## config.mk

```make
export PLATFORM = sky130hd
export DESIGN_NAME = cwd_config_decoder
export DESIGN_NICKNAME = d
export VERILOG_FILES = /design/src/verilog/cwd_pkg.sv /design/src/verilog/cwd_config_decoder.sv
export VERILOG_INCLUDE_DIRS = /design/src /design/src/verilog
export SDC_FILE = /design/constraint.sdc
export NUM_CORES = 1
export LEC_CHECK = 0
export ABC_AREA = 0
export BUFFER_PORTS_ARGS = -buffer_cell sky130_fd_sc_hd__buf_2
export CORE_ASPECT_RATIO = 0.75
export CORE_MARGIN = 2
export CORE_UTILIZATION = 58
export CTS_CLUSTER_DIAMETER = 150
export DETAILED_ROUTE_END_ITERATION = 7
export PLACE_DENSITY_LB_ADDON = 0.05
export SETUP_SLACK_MARGIN = 0.4
export SLEW_MARGIN = 20
export SYNTH_ARGS = -nofsm -noshare
export SYNTH_HDL_FRONTEND = slang
export SYNTH_SLANG_ARGS = --single-unit
```

## constraint.sdc

```tcl
create_clock -name clk -period 3.58 [get_ports clk]
set_input_delay 0.716 -clock clk [delete_from_list [all_inputs] [get_ports clk]]
set_output_delay 0.716 -clock clk [all_outputs]
set_load 0.005 [all_outputs]
```

## src/verilog/cwd_defs.svh

```systemverilog
/*
 * constants of the configuration word decoder: word indices, field
 * positions, register offsets and bit masks.
 * assumes nothing; definitions only.
 */
`ifndef CWD_DEFS_SVH
`define CWD_DEFS_SVH

`define CWD_NUM_WORDS 9
`define CWD_WORD_W 24
`define CWD_IDX_W 4
// word index order used by the loader
`define CWD_W_SEC 4'h0
`define CWD_W_BOOT_PAGE_LIMIT 4'h1
`define CWD_W_OSCSEL 4'h2
`define CWD_W_OSC 4'h3
`define CWD_W_CNTL 4'h4
`define CWD_W_CNTH 4'h5
`define CWD_W_DMT 4'h6
`define CWD_W_DEVOPT 4'h7
`define CWD_W_ALTREG 4'h8
// register offsets on the software port
`define CWD_ADDR_W 24
`define CWD_OFS_SEC 24'h015780
`define CWD_OFS_BOOT_PAGE_LIMIT 24'h015790
`define CWD_OFS_OSCSEL 24'h015798
`define CWD_OFS_OSC 24'h01579C
`define CWD_OFS_CNTL 24'h0157B4
`define CWD_OFS_CNTH 24'h0157B8
`define CWD_OFS_DMT 24'h0157BC
`define CWD_OFS_DEVOPT 24'h0157C0
`define CWD_OFS_ALTREG 24'h0157C4
`define CWD_OFS_STATUS 24'h0157D0
// implemented bit masks; all other bits read as one
`define CWD_MASK_SEC 24'h00B3FF
`define CWD_MASK_BOOT_PAGE_LIMIT 24'h001FFF
`define CWD_MASK_OSCSEL 24'h000087
`define CWD_MASK_OSC 24'h000003
`define CWD_MASK_CNT 24'h00FFFF
`define CWD_MASK_DMT 24'h000001
`define CWD_MASK_DEVOPT 24'h00000D
`define CWD_MASK_ALTREG 24'h000077
// field positions in the code security, oscillator select and device option words
`define CWD_SEC_BOOT_WRITE_PROTECT_N 0
`define CWD_SEC_BSS_LO 1
`define CWD_SEC_BOOT_SEGMENT_ABSENT 3
`define CWD_SEC_GENERAL_WRITE_PROTECT_N 4
`define CWD_SEC_GSS_LO 5
`define CWD_SEC_CONFIG_WRITE_PROTECT_N 7
`define CWD_SEC_CSS_LO 8
`define CWD_SEC_ALT_VECTOR_TABLE_DISABLE 15
`define CWD_OSCSEL_TWO_SPEED_STARTUP 7
`define CWD_DEVOPT_RSVD 2
// field widths
`define CWD_PAGE_W 13
`define CWD_CNT_HALF_W 16

`endif

```

## src/verilog/cwd_pkg.sv

```systemverilog
/*
 * types of the configuration word decoder.
 * needs nothing from cwd_defs.svh; types only.
 */
package cwd_pkg;
    typedef enum logic [1:0] {
        CWD_SEC_NONE,
        CWD_SEC_STANDARD,
        CWD_SEC_ENHANCED,
        CWD_SEC_HIGH
    } cwd_sec_level_t;

    typedef enum logic [2:0] {
        CWD_OSC_FAST_RC,
        CWD_OSC_FAST_RC_PLL,
        CWD_OSC_PRIMARY,
        CWD_OSC_PRIMARY_PLL,
        CWD_OSC_RESERVED,
        CWD_OSC_LOW_POWER_RC,
        CWD_OSC_FAST_RC_DIV16,
        CWD_OSC_FAST_RC_POST
    } cwd_osc_src_t;

    typedef enum logic [1:0] {
        CWD_POSC_EXT_CLOCK,
        CWD_POSC_STD_CRYSTAL,
        CWD_POSC_HS_CRYSTAL,
        CWD_POSC_OFF
    } cwd_posc_mode_t;

    typedef enum logic [1:0] {
        CWD_LOAD_REQ,
        CWD_LOAD_WAIT,
        CWD_LOAD_DONE
    } cwd_load_state_t;
endpackage : cwd_pkg

```

## src/verilog/cwd_config_decoder.sv

```systemverilog
/*
 * configuration word decoder: copies the nonvolatile configuration words
 * into holding registers after reset, decodes them into settings and
 * serves them read-only on a plain software port.
 * assumes a configuration memory that answers a word request with
 * nvm_valid some cycles later, on the same clock; nvm_req is ours.
 */
// Behaviour
// - unimplemented configuration bits read as one
// - boot write-protect zero blocks boot writes
// - boot level: 11 none, 10 std, 0x high
// - boot segment absent when control bit set
// - general write-protect zero blocks user writes
// - general protection level decode like boot
// - config write-protect zero blocks config writes
// - config level: 111 none,110 std,10x enhanced,0xx high
// - alternate vector table disabled when bit one
// - page limit holds inverted first general page
// - three-bit initial oscillator source decode
// - two-speed start on fast RC, then switch
// - primary oscillator mode two-bit decode
// - deadman count is 32 bits from two words
// - deadman enable one: on, software cannot stop
`include "cwd_defs.svh"
`timescale 1ns/100ps
`default_nettype none

module cwd_config_decoder
(
    input wire logic clk,
    input wire logic rst_n,
    // configuration memory side
    output logic nvm_req,
    output logic [`CWD_IDX_W-1:0] nvm_index,
    input wire logic nvm_valid,
    input wire logic [`CWD_WORD_W-1:0] nvm_data,
    // software port
    input wire logic [`CWD_ADDR_W-1:0] reg_addr,
    input wire logic reg_wr,
    input wire logic [31:0] reg_wdata,
    input wire logic reg_rd,
    output logic [31:0] reg_rdata,
    // decoded settings
    output logic config_ready,
    output logic boot_write_block,
    output cwd_pkg::cwd_sec_level_t boot_protect_level,
    output logic boot_segment_absent,
    output logic [`CWD_PAGE_W-1:0] boot_page_limit,
    output logic [`CWD_PAGE_W-1:0] first_general_page,
    output logic general_write_block,
    output cwd_pkg::cwd_sec_level_t general_protect_level,
    output logic config_write_block,
    output cwd_pkg::cwd_sec_level_t config_protect_level,
    output logic alt_vector_table_enable,
    output cwd_pkg::cwd_osc_src_t initial_osc_select,
    output logic two_speed_startup,
    output cwd_pkg::cwd_osc_src_t startup_osc_select,
    output cwd_pkg::cwd_posc_mode_t primary_osc_mode,
    output logic [2*`CWD_CNT_HALF_W-1:0] deadman_instr_count,
    output logic deadman_enable,
    output logic deadman_sw_disable_locked,
    output logic device_option_reserved_ok,
    input wire logic osc_selected_ready
);
    import cwd_pkg::*;

    ////////////////////////////////////////////////////////////////////////
    // state

    typedef struct packed {
        cwd_load_state_t st;
        logic [`CWD_IDX_W-1:0] idx;
        logic req;
        logic [`CWD_NUM_WORDS-1:0][`CWD_WORD_W-1:0] words;
        logic ready;
        logic on_fast_rc;
        logic boot_wb;
        cwd_sec_level_t boot_lvl;
        logic boot_abs;
        logic [`CWD_PAGE_W-1:0] page_lim;
        logic [`CWD_PAGE_W-1:0] first_gen;
        logic gen_wb;
        cwd_sec_level_t gen_lvl;
        logic cfg_wb;
        cwd_sec_level_t cfg_lvl;
        logic alt_vector_table_en;
        cwd_osc_src_t osc_sel;
        logic two_speed;
        cwd_osc_src_t start_osc;
        cwd_posc_mode_t posc;
        logic [2*`CWD_CNT_HALF_W-1:0] dmt_cnt;
        logic dmt_en;
        logic rsvd_ok;
        logic [31:0] rdata;
    } cwd_state_t;

    cwd_state_t s_q;
    cwd_state_t s_d;

    ////////////////////////////////////////////////////////////////////////
    // decode helpers

    // two-bit level: 11 none, 10 standard, 0x high
    function automatic cwd_sec_level_t level2(input logic [1:0] v);
        cwd_sec_level_t r;
        if (v == 2'h3)
            r = CWD_SEC_NONE;
        else if (v == 2'h2)
            r = CWD_SEC_STANDARD;
        else
            r = CWD_SEC_HIGH;
        return r;
    endfunction

    // three-bit level: 111 none, 110 standard, 10x enhanced, 0xx high
    function automatic cwd_sec_level_t level3(input logic [2:0] v);
        cwd_sec_level_t r;
        if (v == 3'h7)
            r = CWD_SEC_NONE;
        else if (v == 3'h6)
            r = CWD_SEC_STANDARD;
        else if (v[2])
            r = CWD_SEC_ENHANCED;
        else
            r = CWD_SEC_HIGH;
        return r;
    endfunction

    // implemented bits pass, the rest read as one
    function automatic logic [`CWD_WORD_W-1:0] fill(
        input logic [`CWD_WORD_W-1:0] w,
        input logic [`CWD_WORD_W-1:0] m);
        return (w & m) | ~m;
    endfunction

    ////////////////////////////////////////////////////////////////////////
    // readback views of the held words

    // implemented-bit masks in word index order, index 0 rightmost
    localparam logic [`CWD_NUM_WORDS-1:0][`CWD_WORD_W-1:0] word_masks = {
        `CWD_MASK_ALTREG,
        `CWD_MASK_DEVOPT,
        `CWD_MASK_DMT,
        `CWD_MASK_CNT,
        `CWD_MASK_CNT,
        `CWD_MASK_OSC,
        `CWD_MASK_OSCSEL,
        `CWD_MASK_BOOT_PAGE_LIMIT,
        `CWD_MASK_SEC
    };

    logic [`CWD_WORD_W-1:0] view [`CWD_NUM_WORDS];

    // one masked view per held word; the port only selects among them
    for (genvar i = 0; i < `CWD_NUM_WORDS; i++)
    begin : g_view
        assign view[i] = fill(s_q.words[i], word_masks[i]);
    end

    ////////////////////////////////////////////////////////////////////////
    // loader, decoder and register port

    logic [`CWD_WORD_W-1:0] sec_w;
    logic [`CWD_WORD_W-1:0] boot_page_limit_w;
    logic [`CWD_WORD_W-1:0] oscsel_w;
    logic [`CWD_WORD_W-1:0] osc_w;
    logic [`CWD_WORD_W-1:0] status_w;
    logic [`CWD_WORD_W-1:0] rd_word;
    logic rd_hit;

    always_comb
    begin
        s_d = s_q;
        sec_w = s_q.words[`CWD_W_SEC];
        boot_page_limit_w = s_q.words[`CWD_W_BOOT_PAGE_LIMIT];
        oscsel_w = s_q.words[`CWD_W_OSCSEL];
        osc_w = s_q.words[`CWD_W_OSC];

        // load every word once; the held words do not change afterwards until reset
        case (s_q.st)
            CWD_LOAD_REQ:
            begin
                // one-cycle request for the word at idx
                s_d.req = 1'b1;
                s_d.st = CWD_LOAD_WAIT;
            end
            CWD_LOAD_WAIT:
            begin
                // a valid pulse in any other state is ignored
                s_d.req = 1'b0;
                if (nvm_valid)
                begin
                    s_d.words[s_q.idx] = nvm_data;
                    if (s_q.idx == 4'(`CWD_NUM_WORDS - 1))
                        s_d.st = CWD_LOAD_DONE;
                    else
                    begin
                        s_d.idx = s_q.idx + 4'h1;
                        s_d.st = CWD_LOAD_REQ;
                    end
                end
            end
            CWD_LOAD_DONE:
            begin
                // ready rises together with the frozen settings
                s_d.req = 1'b0;
                s_d.ready = 1'b1;
            end
            default:
                s_d.st = CWD_LOAD_REQ;
        endcase

        // settings decoded from the held words once, when loading is done; frozen after
        if (s_q.st == CWD_LOAD_DONE && !s_q.ready)
        begin
            // code protection
            s_d.boot_wb = ~sec_w[`CWD_SEC_BOOT_WRITE_PROTECT_N];
            s_d.boot_lvl = level2(sec_w[`CWD_SEC_BSS_LO +: 2]);
            s_d.boot_abs = sec_w[`CWD_SEC_BOOT_SEGMENT_ABSENT];
            s_d.page_lim = boot_page_limit_w[`CWD_PAGE_W-1:0];
            // stored inverted: more zeros only grow the boot segment
            s_d.first_gen = s_d.boot_abs ? '0 :
                ~boot_page_limit_w[`CWD_PAGE_W-1:0];
            s_d.gen_wb = ~sec_w[`CWD_SEC_GENERAL_WRITE_PROTECT_N];
            s_d.gen_lvl = level2(sec_w[`CWD_SEC_GSS_LO +: 2]);
            s_d.cfg_wb = ~sec_w[`CWD_SEC_CONFIG_WRITE_PROTECT_N];
            s_d.cfg_lvl = level3(sec_w[`CWD_SEC_CSS_LO +: 3]);
            s_d.alt_vector_table_en = ~sec_w[`CWD_SEC_ALT_VECTOR_TABLE_DISABLE];
            // oscillator start-up
            s_d.osc_sel = cwd_osc_src_t'(oscsel_w[2:0]);
            s_d.two_speed = oscsel_w[`CWD_OSCSEL_TWO_SPEED_STARTUP];
            s_d.on_fast_rc = s_d.two_speed;
            s_d.posc = cwd_posc_mode_t'(osc_w[1:0]);
            // deadman timer and device option
            s_d.dmt_cnt = {s_q.words[`CWD_W_CNTH][`CWD_CNT_HALF_W-1:0],
                s_q.words[`CWD_W_CNTL][`CWD_CNT_HALF_W-1:0]};
            s_d.dmt_en = s_q.words[`CWD_W_DMT][0];
            s_d.rsvd_ok =
                s_q.words[`CWD_W_DEVOPT][`CWD_DEVOPT_RSVD];
        end

        // two-speed start: fast RC until the selected source is ready
        if (s_q.ready && s_q.on_fast_rc && osc_selected_ready)
            s_d.on_fast_rc = 1'b0;
        s_d.start_osc = s_d.on_fast_rc ? CWD_OSC_FAST_RC : s_d.osc_sel;

        // status: bit 0 loaded, bits 4:1 word index, bit 5 reserved bit
        // ok, bit 6 still running on the fast RC clock
        status_w = {17'h00000, s_q.on_fast_rc, s_q.rsvd_ok, s_q.idx,
            s_q.ready};

        // read-only port; writes are ignored
        rd_hit = 1'b1;
        if (reg_addr == `CWD_OFS_SEC)
            rd_word = view[`CWD_W_SEC];
        else if (reg_addr == `CWD_OFS_BOOT_PAGE_LIMIT)
            rd_word = view[`CWD_W_BOOT_PAGE_LIMIT];
        else if (reg_addr == `CWD_OFS_OSCSEL)
            rd_word = view[`CWD_W_OSCSEL];
        else if (reg_addr == `CWD_OFS_OSC)
            rd_word = view[`CWD_W_OSC];
        else if (reg_addr == `CWD_OFS_CNTL)
            rd_word = view[`CWD_W_CNTL];
        else if (reg_addr == `CWD_OFS_CNTH)
            rd_word = view[`CWD_W_CNTH];
        else if (reg_addr == `CWD_OFS_DMT)
            rd_word = view[`CWD_W_DMT];
        else if (reg_addr == `CWD_OFS_DEVOPT)
            rd_word = view[`CWD_W_DEVOPT];
        else if (reg_addr == `CWD_OFS_ALTREG)
            rd_word = view[`CWD_W_ALTREG];
        else if (reg_addr == `CWD_OFS_STATUS)
            rd_word = status_w;
        else
        begin
            rd_word = '0;
            rd_hit = 1'b0;
        end
        s_d.rdata = '0;
        if (reg_rd && rd_hit)
            s_d.rdata = {8'h00, rd_word};
    end

    always_ff @(posedge clk or negedge rst_n)
    begin
        if (!rst_n)
        begin
            // until loaded, fail safe: writes blocked, high security
            s_q <= '0;
            s_q.words <= '1;
            s_q.boot_wb <= 1'b1;
            s_q.gen_wb <= 1'b1;
            s_q.cfg_wb <= 1'b1;
            s_q.boot_abs <= 1'b1;
            s_q.boot_lvl <= CWD_SEC_HIGH;
            s_q.gen_lvl <= CWD_SEC_HIGH;
            s_q.cfg_lvl <= CWD_SEC_HIGH;
            s_q.start_osc <= CWD_OSC_FAST_RC;
            s_q.posc <= CWD_POSC_OFF;
        end
        else
            s_q <= s_d;
    end

    ////////////////////////////////////////////////////////////////////////
    // outputs

    // configuration memory side
    assign nvm_req = s_q.req;
    assign nvm_index = s_q.idx;

    // software port
    assign reg_rdata = s_q.rdata;

    // decoded settings
    assign config_ready = s_q.ready;
    assign boot_write_block = s_q.boot_wb;
    assign boot_protect_level = s_q.boot_lvl;
    assign boot_segment_absent = s_q.boot_abs;
    assign boot_page_limit = s_q.page_lim;
    assign first_general_page = s_q.first_gen;
    assign general_write_block = s_q.gen_wb;
    assign general_protect_level = s_q.gen_lvl;
    assign config_write_block = s_q.cfg_wb;
    assign config_protect_level = s_q.cfg_lvl;
    assign alt_vector_table_enable = s_q.alt_vector_table_en;
    assign initial_osc_select = s_q.osc_sel;
    assign two_speed_startup = s_q.two_speed;
    assign startup_osc_select = s_q.start_osc;
    assign primary_osc_mode = s_q.posc;
    assign deadman_instr_count = s_q.dmt_cnt;
    assign deadman_enable = s_q.dmt_en;
    // software disable stays locked while the timer is forced on
    assign deadman_sw_disable_locked = s_q.dmt_en;
    assign device_option_reserved_ok = s_q.rsvd_ok;

    // writes are accepted and dropped: every word is read only
    logic unused_wr;
    assign unused_wr = reg_wr ^ (|reg_wdata);
endmodule // cwd_config_decoder

`default_nettype wire

```

==> metrics.cfg <==
[min_path]
worstHoldPathType = input pin to asynchronous set/reset pin

[logic_synthesis]
syn_area_per_cell_um2 = 10.9
yosysSeqAreaShare_pct = 52.9
synth_seq_cells = 181
synth_cell_type_count = 67
async_flop_share_pct = 100
netlist_instances = 802
synth_enable_flop_cells = 0
synth.largest_area_cell = dfrtp_1
synth_top_area_share_pct = 26.8
synth_top_flop_cell = dfrtp_1
synth_area_um2 = 8760
synth_warnings = 0
synth_area_leaders = dfrtp_1 (27%), dfstp_2 (26%), mux2_2 (9.9%), buf_4 (9.4%), nand2_1 (8.7%)

[setup_path]
cp-start-kind = input pin
crit_path_end = reg_rdata[10]
cp-startpoint = reg_addr[2]
crit_path_max_fanout = 20
criticalPathCategory = input pin to register
reg2reg_from = s_q[336]
r2r_end = s_q[220]
reg2reg_depth = 7
r2r_slack_ns = 1.15
cp.arrival_ns = 2.93
cp_data_required_time_ns = 3.88
end_kind = register

[status]
status = complete, no violations

[sta]
finalSetupViolCount = 0
finClkSkew_ns = 0.0117
grt_setup_unrepaired = false
tns_ns = 0
max_freq_mhz = 380
slew_violations = 0
period_share_pct = 73.5
tightest_slew_ns = 0.968
worst_slack_ns = 0.948
slew_headroom_pct = 35.4
min_period_ns = 2.63
final-hold-violation-count = 0

[cts]
clock_latency_ns = 0.43
cts_buffer_depth = 2
clkSlewWorstSetupHoldPaths_ns = 0.06
cts_max_level = 4
clock-sinks = 181
cts-hold-fix-buffers = 0
cts_tree = done
numCtsBuffers = 17
cts_resized = 0
cts_root_buf = clkbuf_16
post-cts-setup-buffers = 0

[power]
power.leakage_nw = 4.69
switching_share_pct = 30.4
power.internal_mw = 4.83
p_per_area_nw_per_um2 = 730
power.net_switching_mw = 2.12
comb_power_share_pct = 20.5
clock_power_share_pct = 25.8
peakVddDrop_mv = 0.354
seqPwrFrac_pct = 53.7
p_total_mw = 6.95

[route]
via_per_inst = 5.57
drt_iter0_drc = 443
wire_per_inst_um = 19.5
ant_nets = 0
drt_first_pass_iters = 5
vias = 5952
wl_mm = 20.9
route.detailed.drc = 0

[final_layout]
final_cell_mix = nand2_1 (202), buf_2 (154), dfrtp_1 (94), dfstp_2 (87), mux2_2 (77)
fin_util_pct = 65.3
final_cells = 1069
fin_nets = 950
final_common_cell = nand2_1
area_growth_pct = 8.72
drive_above_1_share_pct = 44.5
diodes = 0

[floorplan]
ios = 205
initial_core_util_pct = 60.0
die_w_um = 146
core-area_um2 = 14600
die_h_um = 110
die_area_um2 = 16100
row_count = 38

[flow_run]
max_cap_viol_count = 0

[global_route]
overflow = 0
grt_pass1_wl_mm = 32.7
antenna_found_initial = 1
grt_pass1_vias = 5745
grt_usage_pct = 26.6
grt_start_max_net_pins = 94

[placement]
gp_congestion = 0.900
port_buffers = 155
place_inst = 1037
dpl.hpwl_mm = 14.9
place_ws_ns = 0.552

-- cells by family (layout without fill, tap and decap cells) --
family / after synthesis / count (layout) / share of synthesized area, %
xor+xnor: 2 / 2 / 0.200
other cells: 1 / 8 / 0.0428
fa+ha+maj: 8 / 8 / 1.14
compound gates: 97 / 97 / 8.41
flops: 181 / 181 / 52.9
buf+inv: 150 / 210 / 11.7
simple gates: 276 / 276 / 14.5
mux: 87 / 87 / 11.0
-- power by group through the flow --
| stage | clock network (mW) | registers, mW | logic, mW |
|---|---|---|---|
| 4_1_cts | 1.82 | 3.72 | 1.44 |
| 3_3_place_gp | 0 | 3.72 | 1.38 |
| 5_1_grt | 1.93 | 3.83 | 1.59 |
| 3_5_place_dp | 0 | 3.75 | 1.43 |
| 6_report | 1.80 | 3.73 | 1.42 |
| 2_1_floorplan | 0 | 3.44 | 1.28 |
-- synthesized netlist by cell type (3+ instances only) --
| cell | instances |
|---|---|
| nand2_1 | 202 |
| buf_4 | 110 |
| dfrtp_1 | 94 |
| dfstp_2 | 87 |
| mux2_2 | 77 |
| clkbuf_1 | 23 |
| nor2_1 | 19 |
| o21ai_0 | 18 |
| a21oi_1 | 15 |
| o31ai_1 | 13 |
| a221oi_1 | 11 |
| mux2i_1 | 10 |
| ha_1 | 8 |
| inv_1 | 8 |
| buf_6 | 7 |
| o221ai_1 | 7 |
| nor3_1 | 6 |
| nand2b_1 | 5 |
| nand3_1 | 5 |
| nand4_1 | 5 |
| a22o_1 | 4 |
| a31oi_1 | 4 |
| o22ai_1 | 4 |
| and2_1 | 3 |
| nor3b_1 | 3 |
-- per-layer routing --
layer	GRT usage, %	up-vias	part of all wire, %
li1	-	2750	-
met4	6.34	2	1.4
met2	39.4	225	44
met1	39.4	2950	48
met3	6.98	25	6.6
met5	0	-	0.062
-- critical path, stage by stage --
cell       delay (ns)
buf_2            0.32
nor4_1           0.19
and2_1           0.24
and3_1           0.22
and2b_2          0.27
a2111oi_0        0.68
buf_4            0.23
a21oi_1          0.06
-- final cells by class --
| type | instances | area, um2 |
|---|---|---|
| clock inverter | 9 | 96.3 |
| clock buffer | 23 | 468 |
| fill | 1183 | 5070 |
| timing repair buffer | 170 | 907 |
| sequential | 181 | 4640 |
| tap | 200 | 250 |
| multi-input combinational | 478 | 3140 |
| inverter | 8 | 30.0 |
-- through the flow --
stage / hold slack, ns / cell area, um2
3_3_place_gp: 0.450 / 8960
6_report: 0.317 / 9530
5_1_grt: 0.366 / 9530
4_1_cts: 0.342 / 9530
3_5_place_dp: 0.449 / 8960
2_1_floorplan: 0.420 / 8790
-- sequential cells by signal (all words and copies together) (netlist names), 2 cells and up --
register	count
boot_page_limit	13
general_protect_level	2
osc_w	2
primary_osc_mode	2
reg_rdata	17
deadman_instr_count	32
s_q	45
boot_protect_level	2
config_protect_level	2
boot_page_limit_w	13
initial_osc_select	3
startup_osc_select	3
oscsel_w	4
first_general_page	13
sec_w	14
nvm_index	4
-- worst min-delay path by stage --
stage,start,end,slack [ns],depth (start not counted)
after floorplan,rst_n,alt_vector_table_enable,0.42,0
after global placement,primary_osc_mode[1],primary_osc_mode[1],0.45,2
after detailed placement,boot_segment_absent,boot_segment_absent,0.45,2
after CTS,rst_n,s_q[335],0.34,1
after global routing,rst_n,nvm_index[1],0.37,1
final,rst_n,device_option_reserved_ok,0.32,1
No activity file was read; power rests on OpenSTA's default activity.
